[config.mk]
export PLATFORM = sky130hd
export DESIGN_NAME = lens_cmd_parser
export DESIGN_NICKNAME = d
export VERILOG_FILES = /design/src/include/lens_cmd_pkg.sv /design/src/hdl/lens_cmd_parser.sv
export SDC_FILE = /design/constraint.sdc
export NUM_CORES = 1
export LEC_CHECK = 0
export BUFFER_PORTS_ARGS = -buffer_cell sky130_fd_sc_hd__buf_4
export CORE_UTILIZATION = 60
export CTS_CLUSTER_DIAMETER = 60
export DETAILED_ROUTE_END_ITERATION = 10
export PLACE_DENSITY = 0.85
export SYNTH_ARGS = -nofsm -noshare
export SYNTH_HDL_FRONTEND = slang
export SYNTH_SLANG_ARGS = --single-unit
export TNS_END_PERCENT = 10
[constraint.sdc]
create_clock -name i_ref_clk -period 11.6 [get_ports i_ref_clk]
set_clock_uncertainty 0.2 [all_clocks]
set_input_delay 1.74 -clock i_ref_clk [delete_from_list [all_inputs] [get_ports i_ref_clk]]
set_output_delay 1.74 -clock i_ref_clk [all_outputs]
set_load 0.05 [all_outputs]
[src/include/lens_cmd_pkg.sv]
package lens_cmd_pkg;
    // message framing characters
    localparam logic [7:0] CH_INSTR  = 8'h3C;
    localparam logic [7:0] CH_QUERY  = 8'h3F;
    localparam logic [7:0] CH_SEP    = 8'h3B;
    localparam logic [7:0] CH_NOSUM  = 8'h2A;
    localparam logic [7:0] CH_TERM   = 8'h3E;
    localparam logic [7:0] CH_DIG0   = 8'h30;
    localparam logic [7:0] CH_DIG9   = 8'h39;
    localparam logic [7:0] CH_UPA    = 8'h41;
    localparam logic [7:0] CH_UPF    = 8'h46;
    localparam logic [7:0] CH_LOA    = 8'h61;
    localparam logic [7:0] CH_LOF    = 8'h66;
    localparam logic [7:0] HEX_TEN   = 8'h0A;
    // command letters: axis first, action second
    localparam logic [7:0] CH_MAIN   = 8'h5A;
    localparam logic [7:0] CH_SLAVE  = 8'h59;
    localparam logic [7:0] CH_FOCUS  = 8'h46;
    localparam logic [7:0] CH_SET    = 8'h53;
    localparam logic [7:0] CH_GOTO   = 8'h50;
    localparam logic [7:0] CH_RUN    = 8'h52;
    // axes
    localparam int         NUM_AXES  = 3;
    localparam logic [1:0] AX_MAIN   = 2'h0;
    localparam logic [1:0] AX_SLAVE  = 2'h1;
    localparam logic [1:0] AX_FOCUS  = 2'h2;
    // parameter limits and rate interpretation
    localparam logic [16:0] POS_MAX  = 17'h00FFF;
    localparam logic [11:0] RATE_MAX = 12'h0FF;
    localparam logic [7:0]  RATE_MID = 8'h7F;
    localparam logic [7:0]  DEADBAND = 8'h0A;
    localparam logic [3:0]  DEC_BASE = 4'hA;

    typedef enum logic [1:0] {K_RATE_SET, K_GOTO, K_RATE_RUN, K_BAD} kind_e;
    typedef enum logic [1:0] {MODE_STOP, MODE_RATE, MODE_GOTO} mode_e;
    typedef enum logic [2:0] {
        ST_IDLE, ST_CODE_HI, ST_CODE_LO, ST_PARAM,
        ST_CK_HI, ST_CK_LO, ST_TERM, ST_FLUSH
    } state_e;
endpackage : lens_cmd_pkg

[src/hdl/lens_cmd_parser.sv]
`timescale 1ns/1ps
// Functional notes
// - host starts; every complete command gets exactly one response
// - unparsable message gets an error response, nothing executes
// - message opens with '<' for instruction or '?' for query
// - two uppercase letters from the supported set follow the opener
// - optional decimal parameter; omitted means zero
// - then ';', two hex digits or '**', then '>'
// - checksum is byte sum mod 256 from opener through ';'
// - act only when the terminating '>' arrives
// - positions 0..4095, rates 0..255
// - rate parameter of 256 or more is ignored with an error
// - rate 127 stops, above forward, below backward, deadband about 10
// - valid query reports only; query on other command executes it
// - main zoom rate set stores rate and stops the motor
// - main zoom goto drives to 0..4095 target; queryable
// - main zoom rate run loads rate and starts motor
// - slave rate set stores rate; no effect while linked
// - slave goto waits while linked, applied on unlink; queryable
// - slave rate run starts motor unless linked to main zoom
// - focus rate set stores rate and stops the motor
// - focus goto drives to 0..4095 target; queryable
// - after reset motors disabled and slave unlinked
module lens_cmd_parser (
    input  wire logic                                   i_ref_clk,
    input  wire logic                                   i_reset_n,
    input  wire logic [7:0]                             i_rx_data,
    input  wire logic                                   i_rx_valid,
    input  wire logic                                   i_motor_enable,
    input  wire logic                                   i_slave_link,
    output logic                                        o_resp_valid,
    output logic                                        o_resp_error,
    output logic                                        o_resp_query,
    output logic [11:0]                                 o_resp_value,
    output logic [lens_cmd_pkg::NUM_AXES-1:0][7:0]      o_axis_rate,
    output logic [lens_cmd_pkg::NUM_AXES-1:0][11:0]     o_axis_target,
    output logic [lens_cmd_pkg::NUM_AXES-1:0]           o_axis_fwd,
    output logic [lens_cmd_pkg::NUM_AXES-1:0]           o_axis_rev,
    output logic [lens_cmd_pkg::NUM_AXES-1:0]           o_axis_goto
);
    import lens_cmd_pkg::*;

    function automatic logic is_digit(input logic [7:0] b);
        return (b >= CH_DIG0) && (b <= CH_DIG9);
    endfunction : is_digit

    function automatic logic is_hex(input logic [7:0] b);
        return is_digit(b) || ((b >= CH_UPA) && (b <= CH_UPF))
            || ((b >= CH_LOA) && (b <= CH_LOF));
    endfunction : is_hex

    function automatic logic [3:0] hex_val(input logic [7:0] b);
        logic [7:0] v;
        v = 8'h00;
        if (is_digit(b)) v = b - CH_DIG0;
        else if (b >= CH_LOA) v = b - CH_LOA + HEX_TEN;
        else v = b - CH_UPA + HEX_TEN;
        return v[3:0];
    endfunction : hex_val

    // motion direction of a rate around the midpoint
    function automatic logic [1:0] rate_dir(input logic [7:0] r);
        return {r > (RATE_MID + DEADBAND), r < (RATE_MID - DEADBAND)};
    endfunction : rate_dir

    function automatic mode_e mode_of(input kind_e k);
        case (k)
            K_RATE_RUN: return MODE_RATE;
            K_GOTO:     return MODE_GOTO;
            default:    return MODE_STOP;
        endcase
    endfunction : mode_of

    ////////////////////////////////////////////////////////////////////////
    state_e      state_reg;
    logic [7:0]  code_hi_reg, code_lo_reg, sum_reg, ck_reg;
    logic [11:0] param_reg;
    logic        query_reg, ovf_reg, bypass_reg;
    logic        rx_term, fire, cmd_ok, range_ok, sum_ok, good, act;
    logic [1:0]  cmd_axis;
    kind_e       cmd_kind;
    logic [16:0] param_next;

    assign rx_term    = i_rx_valid && (i_rx_data == CH_TERM);
    assign param_next = 17'(param_reg) * 17'(DEC_BASE)
                      + 17'(i_rx_data - CH_DIG0);

    // a stray '>' outside a message is ignored, it starts nothing
    assign fire = rx_term && (state_reg != ST_IDLE);

    always_comb begin
        cmd_axis = AX_MAIN;
        cmd_kind = K_BAD;
        case (code_lo_reg)
            CH_SET:  cmd_kind = K_RATE_SET;
            CH_GOTO: cmd_kind = K_GOTO;
            CH_RUN:  cmd_kind = K_RATE_RUN;
            default: cmd_kind = K_BAD;
        endcase
        case (code_hi_reg)
            CH_MAIN:  cmd_axis = AX_MAIN;
            CH_SLAVE: cmd_axis = AX_SLAVE;
            CH_FOCUS: begin
                cmd_axis = AX_FOCUS;
                if (cmd_kind == K_RATE_RUN) cmd_kind = K_BAD;
            end
            default:  cmd_kind = K_BAD;
        endcase
    end

    assign cmd_ok   = (cmd_kind != K_BAD);
    assign range_ok = !ovf_reg && ((cmd_kind == K_GOTO)
                    || (param_reg <= RATE_MAX));
    assign sum_ok   = bypass_reg || (ck_reg == sum_reg);
    assign good     = (state_reg == ST_TERM) && cmd_ok && range_ok
                    && sum_ok;
    // a valid query only reports; any other valid command executes on '>'
    assign act      = fire && good
                    && !(query_reg && (cmd_kind == K_GOTO));

    ////////////////////////////////////////////////////////////////////////
    always_ff @(posedge i_ref_clk) begin
        if (!i_reset_n) begin
            state_reg <= ST_IDLE;
        end else if (fire) begin
            state_reg <= ST_IDLE;
        end else if (i_rx_valid) begin
            case (state_reg)
                ST_IDLE: if (i_rx_data == CH_INSTR
                             || i_rx_data == CH_QUERY) state_reg <= ST_CODE_HI;
                ST_CODE_HI: state_reg <= ST_CODE_LO;
                ST_CODE_LO: state_reg <= ST_PARAM;
                ST_PARAM: begin
                    if (i_rx_data == CH_SEP) state_reg <= ST_CK_HI;
                    else if (!is_digit(i_rx_data)) state_reg <= ST_FLUSH;
                end
                ST_CK_HI: state_reg <= (i_rx_data == CH_NOSUM
                    || is_hex(i_rx_data)) ? ST_CK_LO : ST_FLUSH;
                ST_CK_LO: state_reg <= (bypass_reg ? i_rx_data == CH_NOSUM
                    : is_hex(i_rx_data)) ? ST_TERM : ST_FLUSH;
                ST_TERM:  state_reg <= ST_FLUSH;
                ST_FLUSH: state_reg <= ST_FLUSH;
                default:  state_reg <= ST_IDLE;
            endcase
        end
    end

    always_ff @(posedge i_ref_clk) begin
        if (!i_reset_n) begin
            code_hi_reg <= 8'h00;
            code_lo_reg <= 8'h00;
            query_reg   <= 1'b0;
        end else if (i_rx_valid) begin
            if (state_reg == ST_IDLE)
                query_reg <= (i_rx_data == CH_QUERY);
            if (state_reg == ST_CODE_HI)
                code_hi_reg <= i_rx_data;
            if (state_reg == ST_CODE_LO)
                code_lo_reg <= i_rx_data;
        end
    end

    // parameter accumulates in decimal; overflow past 4095 is kept sticky
    always_ff @(posedge i_ref_clk) begin
        if (!i_reset_n) begin
            param_reg <= 12'h000;
            ovf_reg   <= 1'b0;
        end else if (i_rx_valid && state_reg == ST_IDLE) begin
            param_reg <= 12'h000;
            ovf_reg   <= 1'b0;
        end else if (i_rx_valid && state_reg == ST_PARAM
                     && is_digit(i_rx_data)) begin
            if (param_next > POS_MAX)
                ovf_reg <= 1'b1;
            else
                param_reg <= param_next[11:0];
        end
    end

    // wraps naturally at 8 bits, which is the modulo-256 sum
    always_ff @(posedge i_ref_clk) begin
        if (!i_reset_n) begin
            sum_reg    <= 8'h00;
            ck_reg     <= 8'h00;
            bypass_reg <= 1'b0;
        end else if (i_rx_valid) begin
            case (state_reg)
                ST_IDLE: begin
                    sum_reg    <= i_rx_data;
                    bypass_reg <= 1'b0;
                end
                ST_CODE_HI, ST_CODE_LO, ST_PARAM:
                    sum_reg <= sum_reg + i_rx_data;
                ST_CK_HI: begin
                    bypass_reg  <= (i_rx_data == CH_NOSUM);
                    ck_reg[7:4] <= hex_val(i_rx_data);
                end
                ST_CK_LO: ck_reg[3:0] <= hex_val(i_rx_data);
                default:  sum_reg <= sum_reg;
            endcase
        end
    end

    ////////////////////////////////////////////////////////////////////////
    // one answer per '>' inside a message; value stands until the next one
    always_ff @(posedge i_ref_clk) begin
        if (!i_reset_n) begin
            o_resp_valid <= 1'b0;
            o_resp_error <= 1'b0;
            o_resp_query <= 1'b0;
            o_resp_value <= 12'h000;
        end else begin
            o_resp_valid <= fire;
            if (fire) begin
                o_resp_error <= !good;
                o_resp_query <= good && query_reg && cmd_kind == K_GOTO;
                o_resp_value <= (query_reg && cmd_kind == K_GOTO)
                              ? o_axis_target[cmd_axis] : param_reg;
            end
        end
    end

    ////////////////////////////////////////////////////////////////////////
    mode_e mode_reg [NUM_AXES];
    mode_e slave_pend_reg;
    logic  link_reg, enable_reg;

    // reset leaves motors disabled and the slave unlinked
    always_ff @(posedge i_ref_clk) begin
        if (!i_reset_n) begin
            link_reg   <= 1'b0;
            enable_reg <= 1'b0;
        end else begin
            link_reg   <= i_slave_link;
            enable_reg <= i_motor_enable;
        end
    end

    always_ff @(posedge i_ref_clk) begin
        if (!i_reset_n) begin
            o_axis_rate    <= '0;
            o_axis_target  <= '0;
            slave_pend_reg <= MODE_STOP;
            for (int a = 0; a < NUM_AXES; a++) mode_reg[a] <= MODE_STOP;
        end else begin
            if (link_reg && !i_slave_link)
                mode_reg[AX_SLAVE] <= slave_pend_reg;
            if (act) begin
                if (cmd_kind == K_GOTO)
                    o_axis_target[cmd_axis] <= param_reg;
                else
                    o_axis_rate[cmd_axis] <= param_reg[7:0];
                if (cmd_axis == AX_SLAVE && link_reg) begin
                    slave_pend_reg <= mode_of(cmd_kind);
                end else begin
                    mode_reg[cmd_axis] <= mode_of(cmd_kind);
                    if (cmd_axis == AX_SLAVE)
                        slave_pend_reg <= mode_of(cmd_kind);
                end
            end
        end
    end

    // a linked slave follows the main zoom drive
    always_ff @(posedge i_ref_clk) begin
        if (!i_reset_n) begin
            o_axis_fwd  <= '0;
            o_axis_rev  <= '0;
            o_axis_goto <= '0;
        end else begin
            for (int a = 0; a < NUM_AXES; a++) begin
                automatic int s = (a == AX_SLAVE && link_reg) ? AX_MAIN : a;
                automatic logic run = enable_reg && mode_reg[s] == MODE_RATE;
                automatic logic [1:0] dir = rate_dir(o_axis_rate[s]);
                o_axis_fwd[a]  <= run && dir[1];
                o_axis_rev[a]  <= run && dir[0];
                o_axis_goto[a] <= enable_reg && mode_reg[s] == MODE_GOTO;
            end
        end
    end
endmodule : lens_cmd_parser

; After elaboration in Yosys (flattened, before gate mapping)
; Memory sizes are Yosys's and may differ from the RTL's.
; Cells that the tools add are included.
[totals]
rom_bits = 0
in_bits = 13
elab_cells = 201
out_inout_bits = 84
ff_bits = 138
mem_bits_rw = 6
latchBits = 0
mem_count = 1
[mem_list]
columns = name, words, word_bits, rd, rd_ports_with_merged_regs, wr, line
row1 = mode_reg, 3, 2, 3, 0, 3, lens_cmd_parser.sv:224  ; mode_e mode_reg [NUM_AXES];
[classes]
eq_ne = 32
n_mux = 46
n_addsub = 8
bitwise = 4
n_shift = 0
multipliers = 1
reduce_logical = 66
magnitude_cmp = 17
div = 0
[ops]
columns = operator, n
row1 = $eq 8x7->1 const B, 6
row2 = $eq 8x6->1 const B, 5
row3 = $bwmux 36, 1
row4 = $mux 12, 3
row5 = $logic_and 1x1->1, 32
row6 = $bmux 12 s2, 1
row7 = $bwmux 24, 1
row8 = $demux 12 s2, 1
row9 = $gt 8x8->1 const B, 3
row10 = $lt 8x7->1 const B, 3
row11 = $mux 8, 3
row12 = $reduce_and 2->1, 12
row13 = $pmux 3 s7, 1
row14 = $mux 2, 10
row15 = $add 16x17->17, 1
row16 = $gt 17x12->1 const B, 1
row17 = $bmux 8 s2, 1
row18 = $demux 8 s2, 1
row19 = $ge 8x7->1 const B, 2
row20 = $le 8x7->1 const B, 2
row21 = $pmux 8 s2, 1
row22 = $mul 12x3->15 const B, 1
row23 = $eq 3x3->1 const B, 4
row24 = $le 12x8->1 const B, 1
row25 = 32 further kinds, 77

; Logic depth before layout (Yosys ltp)
; Gate-level depths: netlist of run 1.
[logic_depth]
word_depth = 17
ltp_mapped = 19
ltp_nobuf = 18

; Worst setup path before layout of run 1
; Ideal clock, no wire load.
[synth_path]
path_kind = in2reg
startpoint = in i_rx_data[4]
endpoint = reg param_reg[10]
path_stages = 12
slack_ps = 6472
path_buffers = 2
t_arrival_ps = 4795
path_cell_list = ha_1 clkbuf_1 nor3_1 ha_1 a21oi_1 o21ai_0 a211o_1 a221oi_1 nand4_1 clkbuf_1 o31ai_1 a21oi_1
[synth_via]
elab_chain_len = 5
word_cells_on_any_way = 9
cone_classes = add/sub (2) / order compare (3) / bitwise (1) / reduce/logical (3)
[synth_lines]
columns = item, line
row1 = from (decl), lens_cmd_parser.sv:27  ; input wire logic [7:0] i_rx_data,
row2 = $sub 8x6->9, lens_cmd_parser.sv:86  ; + 17'(i_rx_data - CH_DIG0);
row3 = $add 16x17->17, lens_cmd_parser.sv:86
row4 = $gt 17x12->1, lens_cmd_parser.sv:173  ; if (param_next > POS_MAX)
row5 = $not 1->1 (no source line), --
row6 = $reduce_and 2->1 (no source line), --
row7 = to (signal assigned), lens_cmd_parser.sv:176  ; param_reg <= param_next[11:0];
row8 = to (decl), lens_cmd_parser.sv:77  ; logic [11:0] param_reg;
; Parallel ways exist; a longest one is shown, timed or not.
; A chain may end at the register's enable or synchronous reset.

; Final worst setup path of run 1
[layout_path]
startpoint = reg param_reg[1]
endpoint = reg param_reg[2]
[layout_via]
elab_chain_len = 5
[layout_lines]
columns = item, line
row1 = $mul 12x3->15 *, lens_cmd_parser.sv:85  ; assign param_next = 17'(param_reg) * 17'(DEC_BASE)
row2 = $add 16x17->17 *, lens_cmd_parser.sv:86
row3 = $gt 17x12->1, lens_cmd_parser.sv:173
row4 = $not 1->1 (no source line), --
row5 = $reduce_and 2->1 (no source line), --
; Mark *: on every way between the ends. The rest lies on a longest branch, timed or not.

==> flow_metrics.env, run 1 <==
export IMPL_hold_class="reg2reg"
export IMPL_grt_met1_usage_pct=40.5
export IMPL_clk_latency_ps=420
export IMPL_fin_util_pct=72.4
export IMPL_p_int_w=0.000845
export IMPL_clk_pin_slew_worst_paths_ps=60
export IMPL_rsz0062_at_grt="no"
export IMPL_r2r_start="param_reg[1]"
export IMPL_synth_xor_area_share_pct=3.79
export IMPL_max_freq_mhz=192
export IMPL_maxCapViolations=0
export IMPL_largest_register_ffs=36
export IMPL_tns_ps=0
export IMPL_coreArea_um2=12700
export IMPL_end_kind="flop"
export IMPL_grtUsageMet3_pct=6.64
export IMPL_ys_flop_type="dfxtp_1"
export IMPL_synth_compound_area_share_pct=20.4
export IMPL_seq_power_share_pct=45.1
export IMPL_fin_crit_ps=5220
export IMPL_die_area_um2=13600
export IMPL_place_gp_congestion=0.915
export IMPL_start_util_pct=61.8
export IMPL_drcViolationCount=0
export IMPL_switching_share_pct=24.6
export IMPL_ys_warn_count=0
export IMPL_avgSynthCellArea_um2=8.35
export IMPL_rows=41
export IMPL_grt_first_pass_wirelength_mm=32.4
export IMPL_final_cells=1192
export IMPL_power_density_nw_per_um2=122
export IMPL_cp_max_fo=13
export IMPL_reg2reg_slack_ps=6380
export IMPL_port_buffers=96
export IMPL_hpwl_mm=14.4
export IMPL_whs_endpoint="code_hi_reg[5]"
export IMPL_syn_cell_area_um2=7860
export IMPL_critPathArrivalTime_ps=5310
export IMPL_htreeDepth=4
export IMPL_reg2reg_to="param_reg[2]"
export IMPL_min_delay_start="code_hi_reg[5]"
export IMPL_synthCells=942
export IMPL_synth_edff_count=6
export IMPL_drtAntennaViolNets=0
export IMPL_post_place_cells=1160
export IMPL_p_switching_w=0.000276
export IMPL_gr_total_overflow=0
export IMPL_use_met2_pct=48.2
export IMPL_cts_root_buf="clkbuf_16"
export IMPL_clock_path_buffers=2
export IMPL_via_per_inst=6.17
export IMPL_die_w_um=116
export IMPL_postCtsSetupRepairBufs=0
export IMPL_io_pins=97
export IMPL_p_leak_nw=3.56
export IMPL_drive_gt1_share_pct=14.4
export IMPL_synth_simple_gate_area_share_pct=21.0
export IMPL_fin_crit_sh_pct=45.0
export IMPL_slew_headroom_pct=24.1
export IMPL_antenna_found_initial=0
export IMPL_irDropWorstVdd_mv=0.0824
export IMPL_cts_sinks=144
export IMPL_cts_tree="done"
export IMPL_nNetsFinal=1075
export IMPL_seq_area_frac_synth_pct=37.4
export IMPL_cts_resized_gates=0
export IMPL_synthesis_nets=1010
export IMPL_min_path_cells=2
export IMPL_p_comb_share_pct=6.3
export IMPL_cts_inserted_buffers=17
export IMPL_synth_mux_area_fraction_pct=4.46
export IMPL_hold_violations=0
export IMPL_startpoint_type="flop"
export IMPL_dr_pass1_iters=6
export IMPL_grt_max_degree=104
export IMPL_status="complete, no violations"
export IMPL_synth_top_family_by_area="simple AND/OR/NAND/NOR gates"
export IMPL_reg_top3="o_axis_target: 36 flops, o_axis_rate: 24 flops"
export IMPL_antenna_cells=0
export IMPL_syn_to_final_growth_pct=17.2
export IMPL_final_max_slew_viol_count=0
export IMPL_routedWlPerCell_um=16.9
export IMPL_max_slew_worst_pin_slew_ps=1130
export IMPL_finalSetupViolations=0
export IMPL_cp_required_ps=11690
export IMPL_holdBufCountCts=0
export IMPL_first_global_vias=6569
export IMPL_routed_wl_mm=20.1
export IMPL_r2r_cells=17
export IMPL_largest_register="o_axis_target"
export IMPL_first_iter_violations=792
export IMPL_path_class="reg2reg"
export IMPL_hold_ws_ps=249
export IMPL_synth_seq_cells=144
export IMPL_clockPowerShare_pct=48.6
export IMPL_die_h_um=116
export IMPL_vias=7359
export IMPL_synth_adder_area_share_pct=9.04
export IMPL_async_flop_share_pct=0
export IMPL_synth_distinct_cells=67
export IMPL_grt_busiest_layer="met2"
export IMPL_globalRouteTotalUtil_pct=30.3
cell usage after synthesis, types with 5 or more instances:
| master | number | share of area (%) |
|---|---|---|
| inv_1 | 27 | 1.3 |
| a22oi_1 | 14 | 1.3 |
| ha_1 | 52 | 8.3 |
| nand2b_1 | 7 | 0.56 |
| nand3_1 | 65 | 4.1 |
| or2_2 | 5 | 0.40 |
| clkbuf_1 | 50 | 2.4 |
| o22ai_1 | 16 | 1.3 |
| o211ai_1 | 6 | 0.57 |
| nor2_1 | 48 | 2.3 |
| nor2b_1 | 5 | 0.40 |
| xor2_1 | 16 | 1.8 |
| a21oi_1 | 64 | 4.1 |
| nand4_1 | 18 | 1.4 |
| o31ai_1 | 12 | 1.1 |
| o21ai_1 | 36 | 2.3 |
| nor3b_1 | 9 | 0.86 |
| o21ai_0 | 44 | 2.8 |
| a21o_1 | 8 | 0.76 |
| nand2_1 | 121 | 5.8 |
| a211oi_1 | 12 | 1.1 |
| o21bai_1 | 5 | 0.48 |
| nor4_1 | 5 | 0.40 |
| a31oi_1 | 7 | 0.56 |
| nor3_1 | 18 | 1.1 |
| dfxtp_1 | 138 | 35 |
| o21a_1 | 5 | 0.48 |
| mux2i_1 | 35 | 4.5 |
| edfxtp_1 | 6 | 2.3 |
| xnor2_1 | 18 | 2.0 |
worst max path at each step:
| stage | start | to | slack [ps] | depth (start not counted) |
|---|---|---|---|---|
| 6_report | param_reg[1] | param_reg[2] | 6380 | 17 |
| 5_1_grt | param_reg[1] | ovf_reg | 6000 | 17 |
| 4_1_cts | param_reg[1] | param_reg[2] | 6400 | 17 |
| 3_5_place_dp | i_rx_data[4] | param_reg[7] | 6280 | 12 |
| 3_3_place_gp | i_rx_data[4] | param_reg[1] | 6360 | 12 |
| 2_1_floorplan | i_rx_data[4] | param_reg[10] | 6470 | 12 |
worst max-delay path, cell delays in order (launching register included):
cell and delay [ps]:
dfxtp_1 480, ha_1 280, ha_1 220, fa_1 400
a21o_1 170, a21oi_1 220, o21bai_1 100, a21oi_1 220
o21ai_0 220, xor2_1 190, ha_1 410, o21a_1 200
a21oi_1 90, xnor2_1 130, a221oi_1 410, nand4_1 560
o31ai_1 460, a21oi_1 110
cell type report:
cell class                 count  area (µm²)
multi-input combinational    717        4630
fill                         974        3510
sequential                   144        2940
timing repair buffer          99         743
clock buffer                  17         425
tap                          172         215
clock inverter                15         156
inverter                      28         105
kinds of logic (layout without fill, tap and decap cells):
kind of cell	after synthesis	in the layout
flip-flops	144	144
other	1	1
adder cells (fa/ha/maj)	55	55
AO/OA/AOI/OAI	257	257
buffers and inverters	81	159
multiplexers	35	35
AND/OR/NAND/NOR	335	335
XOR/XNOR	34	34
metrics by stage:
step	total power, W	instance area (µm²)	setup WS [ps]
global placement	0.000585	8630	6360
global route	0.00115	9220	6000
CTS	0.00112	9220	6400
floorplan	0.000567	7860	6470
finish	0.00112	9220	6380
detailed placement	0.000586	8630	6280
power by group through the flow:
stage | logic [W] | registers, W | clock network, W
6_report | 0.0000711 | 0.000505 | 0.000544
5_1_grt | 0.0000780 | 0.000506 | 0.000567
4_1_cts | 0.0000699 | 0.000505 | 0.000543
3_5_place_dp | 0.0000693 | 0.000516 | 0
3_3_place_gp | 0.0000686 | 0.000516 | 0
2_1_floorplan | 0.0000513 | 0.000516 | 0
layout by cell type, fill, tap and decap left out, types with 5 or more instances in the layout:
cell type / instances
o22ai_1: 16
inv_6: 6
nor2_1: 48
xnor2_1: 18
or2_2: 5
mux2i_1: 35
a21o_1: 8
nor2b_1: 5
o31ai_1: 12
clkbuf_16: 17
nand4_1: 18
dfxtp_1: 138
inv_1: 27
o21a_1: 5
edfxtp_1: 6
a22oi_1: 14
o211ai_1: 6
o21ai_0: 44
nand2_1: 121
a31oi_1: 7
buf_4: 99
nor3_1: 17
nand3_1: 65
xor2_1: 16
a211oi_1: 12
nand2b_1: 7
nor4_1: 5
a21oi_1: 64
nor3b_1: 9
o21bai_1: 5
o21ai_1: 36
ha_1: 52
per-layer routing:
metal	wire, µm	part of all wire (%)
met1	9010	45
met2	9170	46
met3	1370	6.8
met4	550	2.7
met5	0	0
Power figures use the tool's default switching activity.
==> inputs of run 2 (changes only) <==
--- a/config.mk
+++ b/config.mk
@@ -5,11 +5,12 @@
 export SDC_FILE = /design/constraint.sdc
 export NUM_CORES = 1
 export LEC_CHECK = 0
+export ABC_AREA = 1
 export BUFFER_PORTS_ARGS = -buffer_cell sky130_fd_sc_hd__buf_4
-export CORE_UTILIZATION = 60
+export CORE_UTILIZATION = 59
 export CTS_CLUSTER_DIAMETER = 60
 export DETAILED_ROUTE_END_ITERATION = 10
-export PLACE_DENSITY = 0.85
+export PLACE_DENSITY = 0.83
 export SYNTH_ARGS = -nofsm -noshare
 export SYNTH_HDL_FRONTEND = slang
 export SYNTH_SLANG_ARGS = --single-unit
==> constraint.sdc (replaced) <==
create_clock -name i_ref_clk -period 5.3 [get_ports i_ref_clk]
set_clock_uncertainty 0.2 [all_clocks]
set_input_delay 0.795 -clock i_ref_clk [delete_from_list [all_inputs] [get_ports i_ref_clk]]
set_output_delay 0.795 -clock i_ref_clk [all_outputs]
set_load 0.05 [all_outputs]
==> run 2 against run 1 <==
  * Register-to-register slack worse by 5800 ps
  * Design area increased by 7.8%
  * Critical path depth up 5
  * Hold slack worse by 10 ps
  * Critical path type unchanged
  * Largest cell class unchanged
==> flow_metrics.env, run 2 <==
export IMPL_reg_top3="o_axis_target: 36 flops, o_axis_rate: 24 flops"
export IMPL_drcViolationCount=0
export IMPL_maxCapViolations=0
export IMPL_p_total_w=0.00249
export IMPL_syn_to_final_growth_pct=15.6
export IMPL_rows=43
export IMPL_dr_pass1_iters=5
export IMPL_cts_resized_gates=0
export IMPL_final_common_cell="nand2_1"
export IMPL_ys_flop_type="dfxtp_1"
export IMPL_die_h_um=123
export IMPL_max_freq_mhz=214
export IMPL_nNetsFinal=1410
export IMPL_drive_gt1_share_pct=12.7
export IMPL_cpMostUsedCell="nand2_1"
export IMPL_synth_seq_cells=144
export IMPL_die_w_um=123
export IMPL_fin_crit_sh_pct=88.4
export IMPL_async_flop_share_pct=0
export IMPL_seq_area_frac_synth_pct=34.3
export IMPL_critPathArrivalTime_ps=4840
export IMPL_synthTopCellsByCount="298 x nand2_1, 200 x nor2_1, 181 x inv_1"
export IMPL_dp_slack_ps=659
export IMPL_grt_first_pass_wirelength_mm=37.0
export IMPL_startpoint="param_reg[1]"
export IMPL_synth_edff_count=6
export IMPL_via_per_inst=5.44
export IMPL_critPathBufInv=0
export IMPL_layout_common_cells="298 x nand2_1, 200 x nor2_1, 181 x inv_1"
export IMPL_end_kind="flop"
export IMPL_fin_crit_ps=4680
export IMPL_vias=8358
export IMPL_cp_max_fo=19
export IMPL_largest_register_ffs=36
export IMPL_place_gp_congestion=0.929
export IMPL_ys_warn_count=0
export IMPL_synth_adder_area_share_pct=8.27
export IMPL_antenna_found_initial=0
export IMPL_cpMaxStageDelayCell="dfxtp_1"
export IMPL_synthCells=1258
export IMPL_setup_ws_ps=617
export IMPL_drtAntennaViolNets=0
export IMPL_tns_ps=0
export IMPL_hold_violations=0
export IMPL_startpoint_type="flop"
export IMPL_worstPathCellList="ha_1, ha_1, fa_1, nand3_1, nand3_1, nand2_1, o211ai_1, a21o_1, a21oi_1, xor2_1, ha_1, a21oi_1, o21ai_0, a21oi_1, nand2_1, nand2_1, nand2_1, nor2_2, nand3_2, nand2_1, nand2_1, nor2_1"
export IMPL_synth_top_area_share_pct=32.2
export IMPL_first_global_vias=7796
export IMPL_synth_simple_gate_area_share_pct=30.7
export IMPL_cts_tree="done"
export IMPL_irDropWorstVdd_mv=0.259
export IMPL_max_slew_worst_pin_slew_ps=932
export IMPL_cts_inserted_buffers=17
export IMPL_antenna_cells=0
export IMPL_status="complete, no violations"
export IMPL_wl_met3_mm=1.58
export IMPL_cp_required_ps=5460
export IMPL_min_delay_start="mode_reg[2][0]"
export IMPL_clk_latency_ps=430
export IMPL_hpwl_mm=16.0
export IMPL_slew_headroom_pct=37.7
export IMPL_postCtsSetupRepairBufs=0
export IMPL_slowest_delay_ps=570
export IMPL_htreeDepth=4
export IMPL_syn_cell_area_um2=8590
export IMPL_path_class="reg2reg"
export IMPL_cts_root_buf="clkbuf_16"
export IMPL_io_pins=97
export IMPL_synth_largest_area_cell="dfxtp_1"
export IMPL_synth_mux_area_fraction_pct=0
export IMPL_power_density_nw_per_um2=251
export IMPL_r2r_start="param_reg[1]"
export IMPL_holdBufCountCts=0
export IMPL_synth_compound_area_share_pct=13.1
export IMPL_routedWlPerCell_um=14.7
export IMPL_yosysMostFrequentCell="nand2_1"
export IMPL_synthTopCellsByArea="dfxtp_1 32%, nand2_1 13%, nor2_1 8.7%"
export IMPL_synthesis_nets=1326
export IMPL_p_leak_nw=5.29
export IMPL_routed_wl_mm=22.5
export IMPL_wl_met1_mm=9.67
export IMPL_avgSynthCellArea_um2=6.83
export IMPL_globalRouteTotalUtil_pct=31.3
export IMPL_grt_max_degree=93
export IMPL_first_iter_violations=617
export IMPL_rsz0062_at_grt="no"
export IMPL_synth_xor_area_share_pct=3.26
export IMPL_final_max_slew_viol_count=0
export IMPL_topRoutingLayerUsed="met4"
export IMPL_gr_total_overflow=0
export IMPL_clock_path_buffers=2
export IMPL_die_area_um2=15000
export IMPL_hold_ws_ps=239
export IMPL_synth_top_family_by_area="simple AND/OR/NAND/NOR gates"
export IMPL_cp_top_family="simple AND/OR/NAND/NOR gates"
export IMPL_coreArea_um2=14000
export IMPL_finalSetupViolations=0
export IMPL_port_buffers=96
export IMPL_synth_distinct_cells=48
export IMPL_hold_class="reg2reg"
export IMPL_largest_register="o_axis_target"
export IMPL_cts_sinks=144
export IMPL_start_util_pct=61.2
export IMPL_clk_pin_slew_worst_paths_ps=60
export IMPL_wl_met2_mm=10.6
==> run 2: changes by cell type after synthesis, moves of 8 or more <==
| cell | previous run | this run |
|---|---|---|
| mux2i_1 | 35 | 0 |
| o31ai_1 | 12 | 3 |
| nand3_1 | 65 | 39 |
| nand2_1 | 121 | 298 |
| nand2_2 | 0 | 13 |
| o22ai_1 | 16 | 8 |
| clkbuf_1 | 50 | 23 |
| nor2_1 | 48 | 200 |
| a22oi_1 | 14 | 0 |
| inv_1 | 27 | 181 |
| a211oi_1 | 12 | 1 |
| nor3b_1 | 9 | 0 |
| o21ai_0 | 44 | 75 |
| o21ai_1 | 36 | 0 |
==> run 2: cells by family after synthesis <==
logic type	after synthesis
compound gates	195
xor+xnor	32
fa+ha+maj	55
buf+inv	224
flops	144
other cells	1
simple gates	607
==> run 2: path summary, 6_finish.rpt <==
path | endpoint | slack (ps) | depth (start not counted)
setup / recovery | param_reg[0] | 620 | 22
hold / removal | o_axis_goto[2] | 240 | 1
setup reg to reg | param_reg[0] | 620 | 22
hold reg to reg | o_axis_goto[2] | 240 | 1
==> run 2: cell type report <==
cell class | instances | area [µm²]
clock inverters | 14 | 115
inverters | 190 | 716
fillers | 1144 | 4110
well taps | 180 | 225
multi-input cells | 890 | 4760
clock buffers | 18 | 429
flip-flops and latches | 144 | 2940
repair buffers | 99 | 743
==> run 2: report_power, final <==
part           internal, W  switching (W)  leakage (nW)  total (W)
combinational    0.0000768       0.000162          3.84   0.000239
sequential         0.00111      0.0000196          1.18    0.00113
clock             0.000642       0.000479         0.274    0.00112
==> run 2: metal layers <==
layer,up-vias,GRT usage [%]
met1,3785,39.8
met5,-,0
li1,4191,-
met3,50,5.86
met2,332,51.8
met4,0,13.5
==> run 2: metrics by stage <==
step	instances	area (µm²)	utilization [%]
after floorplan	1258	8590	-
final	1535	9930	70.7
after global routing	1535	9930	70.7
after CTS	1535	9930	70.7
after global placement	1503	9390	66.8
after detailed placement	1503	9390	66.8
==> inputs of run 3 (changes only) <==
--- a/config.mk
+++ b/config.mk
@@ -7,10 +7,11 @@
 export LEC_CHECK = 0
 export ABC_AREA = 1
 export BUFFER_PORTS_ARGS = -buffer_cell sky130_fd_sc_hd__buf_4
-export CORE_UTILIZATION = 59
+export CORE_UTILIZATION = 60
 export CTS_CLUSTER_DIAMETER = 60
 export DETAILED_ROUTE_END_ITERATION = 10
-export PLACE_DENSITY = 0.83
+export PLACE_DENSITY = 0.84
+export REMOVE_ABC_BUFFERS = 1
 export SYNTH_ARGS = -nofsm -noshare
 export SYNTH_HDL_FRONTEND = slang
 export SYNTH_SLANG_ARGS = --single-unit
==> constraint.sdc (replaced) <==
create_clock -name i_ref_clk -period 5.71 [get_ports i_ref_clk]
set_clock_uncertainty 0.2 [all_clocks]
set_input_delay 0.8565 -clock i_ref_clk [delete_from_list [all_inputs] [get_ports i_ref_clk]]
set_output_delay 0.8565 -clock i_ref_clk [all_outputs]
set_load 0.05 [all_outputs]
==> run 3 against run 2 <==
  * Hold slack improved by 19 ps
  * Critical endpoint is now param_reg[9]
  * Highest routed layer unchanged
  * Global-route usage decreased by 0.28 points
  * Via count increased by 0.66%
  * Critical path depth unchanged
  * Critical path type unchanged
  * First-iteration DRC count increased by 24%
  * Combinational power decreased by 7%
  * Final cell count decreased by 0.13%
  * Routed wire length decreased by 0.89%
==> flow_metrics.env, run 3 (synthesis gave the netlist of run 2 again) <==
export IMPL_htreeDepth=4
export IMPL_hold_ws_ps=259
export IMPL_fin_crit_sh_pct=81.8
export IMPL_critPathArrivalTime_ps=4830
export IMPL_cp_required_ps=5870
export IMPL_maxCapViolations=0
export IMPL_start_util_pct=61.7
export IMPL_p_leak_nw=5.29
export IMPL_cts_root_buf="clkbuf_16"
export IMPL_clk_latency_ps=430
export IMPL_nFillCells=1175
export IMPL_rsz0062_at_grt="no"
export IMPL_startpoint_type="flop"
export IMPL_nNetsFinal=1409
export IMPL_largest_register="o_axis_target"
export IMPL_tns_ps=0
export IMPL_first_global_vias=7595
export IMPL_dp_slack_ps=1100
export IMPL_grt_first_pass_wirelength_mm=36.2
export IMPL_cpMostUsedCell="nand2_1"
export IMPL_cpMaxStageDelayCell="dfxtp_1"
export IMPL_status="complete, no violations"
export IMPL_end_kind="flop"
export IMPL_coreArea_um2=13900
export IMPL_cts_sinks=144
export IMPL_routed_wl_mm=22.3
export IMPL_globalRouteTotalUtil_pct=31.1
export IMPL_place_gp_congestion=0.927
export IMPL_final_common_cell="nand2_1"
export IMPL_clock_path_buffers=2
export IMPL_gr_total_overflow=0
export IMPL_hold_violations=0
export IMPL_die_h_um=122
export IMPL_first_iter_violations=765
export IMPL_holdBufCountCts=0
export IMPL_setup_ws_ps=1040
export IMPL_fin_crit_ps=4670
export IMPL_cp_max_fo=19
export IMPL_max_slew_worst_pin_slew_ps=913
export IMPL_hpwl_mm=16.3
export IMPL_routedWlPerCell_um=14.5
export IMPL_antenna_found_initial=0
export IMPL_max_freq_mhz=214
export IMPL_syn_to_final_growth_pct=15.8
export IMPL_worstPathCellList="ha_1, ha_1, fa_1, nand3_1, nand3_1, nand2_1, o211ai_1, a21o_1, a21oi_1, xor2_1, ha_1, a21oi_1, o21ai_0, a21oi_1, nand2_1, nand2_1, nand2_1, nor2_2, nand3_2, nand2_1, nand2_1, nor2_1"
export IMPL_die_area_um2=14800
export IMPL_path_class="reg2reg"
export IMPL_slowest_delay_ps=560
export IMPL_final_max_slew_viol_count=0
export IMPL_cp_top_family="simple AND/OR/NAND/NOR gates"
export IMPL_hold_class="reg2reg"
export IMPL_dr_pass1_iters=5
export IMPL_vias=8413
export IMPL_drive_gt1_share_pct=12.5
export IMPL_cts_inserted_buffers=17
export IMPL_power_density_nw_per_um2=236
export IMPL_largest_register_ffs=36
export IMPL_postCtsSetupRepairBufs=0
export IMPL_reg2reg_slack_ps=1040
export IMPL_layout_common_cells="298 x nand2_1, 200 x nor2_1, 181 x inv_1"
export IMPL_irDropWorstVdd_mv=0.192
export IMPL_drtAntennaViolNets=0
export IMPL_critPathBufInv=0
export IMPL_grt_max_degree=93
export IMPL_clk_pin_slew_worst_paths_ps=60
export IMPL_via_per_inst=5.49
export IMPL_drcViolationCount=0
export IMPL_rows=43
export IMPL_antenna_cells=0
export IMPL_reg_top3="o_axis_target: 36 flops, o_axis_rate: 24 flops"
export IMPL_cts_resized_gates=0
export IMPL_finalSetupViolations=0
export IMPL_port_buffers=96
export IMPL_cts_tree="done"
export IMPL_io_pins=97
export IMPL_slew_headroom_pct=38.9
export IMPL_fin_util_pct=71.4
export IMPL_die_w_um=122
run 3: cell count changes in the layout (fill, tap and decap cells not counted), sizes merged:
cell	before	now
buf	99	98
bufinv	1	2
clkbuf	18	21
clkinv	10	7
inv	192	190
run 3: routing by layer:
| metal | GRT usage, % | wire length (µm) | part of all wire [%] | vias up |
|---|---|---|---|---|
| met5 | 0 | 0 | 0 | - |
| li1 | - | - | - | 4193 |
| met3 | 5.62 | 1820 | 8.1 | 48 |
| met4 | 13.2 | 705 | 3.2 | 0 |
| met2 | 49.6 | 10100 | 45 | 387 |
| met1 | 41.1 | 9700 | 44 | 3785 |
run 3: final timing paths:
path                                       from              end  cells after the start
worst max-delay path               param_reg[1]     param_reg[9]                     22
worst min-delay path            o_resp_value[4]  o_resp_value[4]                      2
worst max register to register     param_reg[1]     param_reg[9]                     22
worst min register to register  o_resp_value[4]  o_resp_value[4]                      2
run 3: area by class of cell:
| type | count | area (µm²) | area share [%] |
|---|---|---|---|
| multi-input cells | 890 | 4760 | 47.8 |
| flip-flops and latches | 144 | 2940 | 29.6 |
| repair buffers | 98 | 736 | 7.39 |
| inverters | 190 | 716 | 7.19 |
| clock buffers | 21 | 460 | 4.63 |
| well taps | 180 | 225 | 2.26 |
| clock inverters | 10 | 111 | 1.12 |
run 3: metrics by stage:
stage / instances / instance area [µm²] / power [W]
after floorplan: 1224 / 8420 / 0.00122
after global placement: 1502 / 9380 / 0.00128
after detailed placement: 1502 / 9380 / 0.00129
after CTS: 1533 / 9950 / 0.00235
after global routing: 1533 / 9950 / 0.00243
final: 1533 / 9950 / 0.00235
run 3: report_power, final:
| group | internal (W) | switching (W) |
|---|---|---|
| registers | 0.00103 | 0.0000178 |
| clock network | 0.000661 | 0.000414 |
| logic | 0.0000713 | 0.000150 |
run 3: worst reg2reg max path: cells and delay by family, from the launching register on:
kind / cells / cell delay (ps)
xor+xnor: 1 / 190
fa+ha+maj: 4 / 1270
simple gates: 11 / 1500
flops: 1 / 560
compound gates: 6 / 870
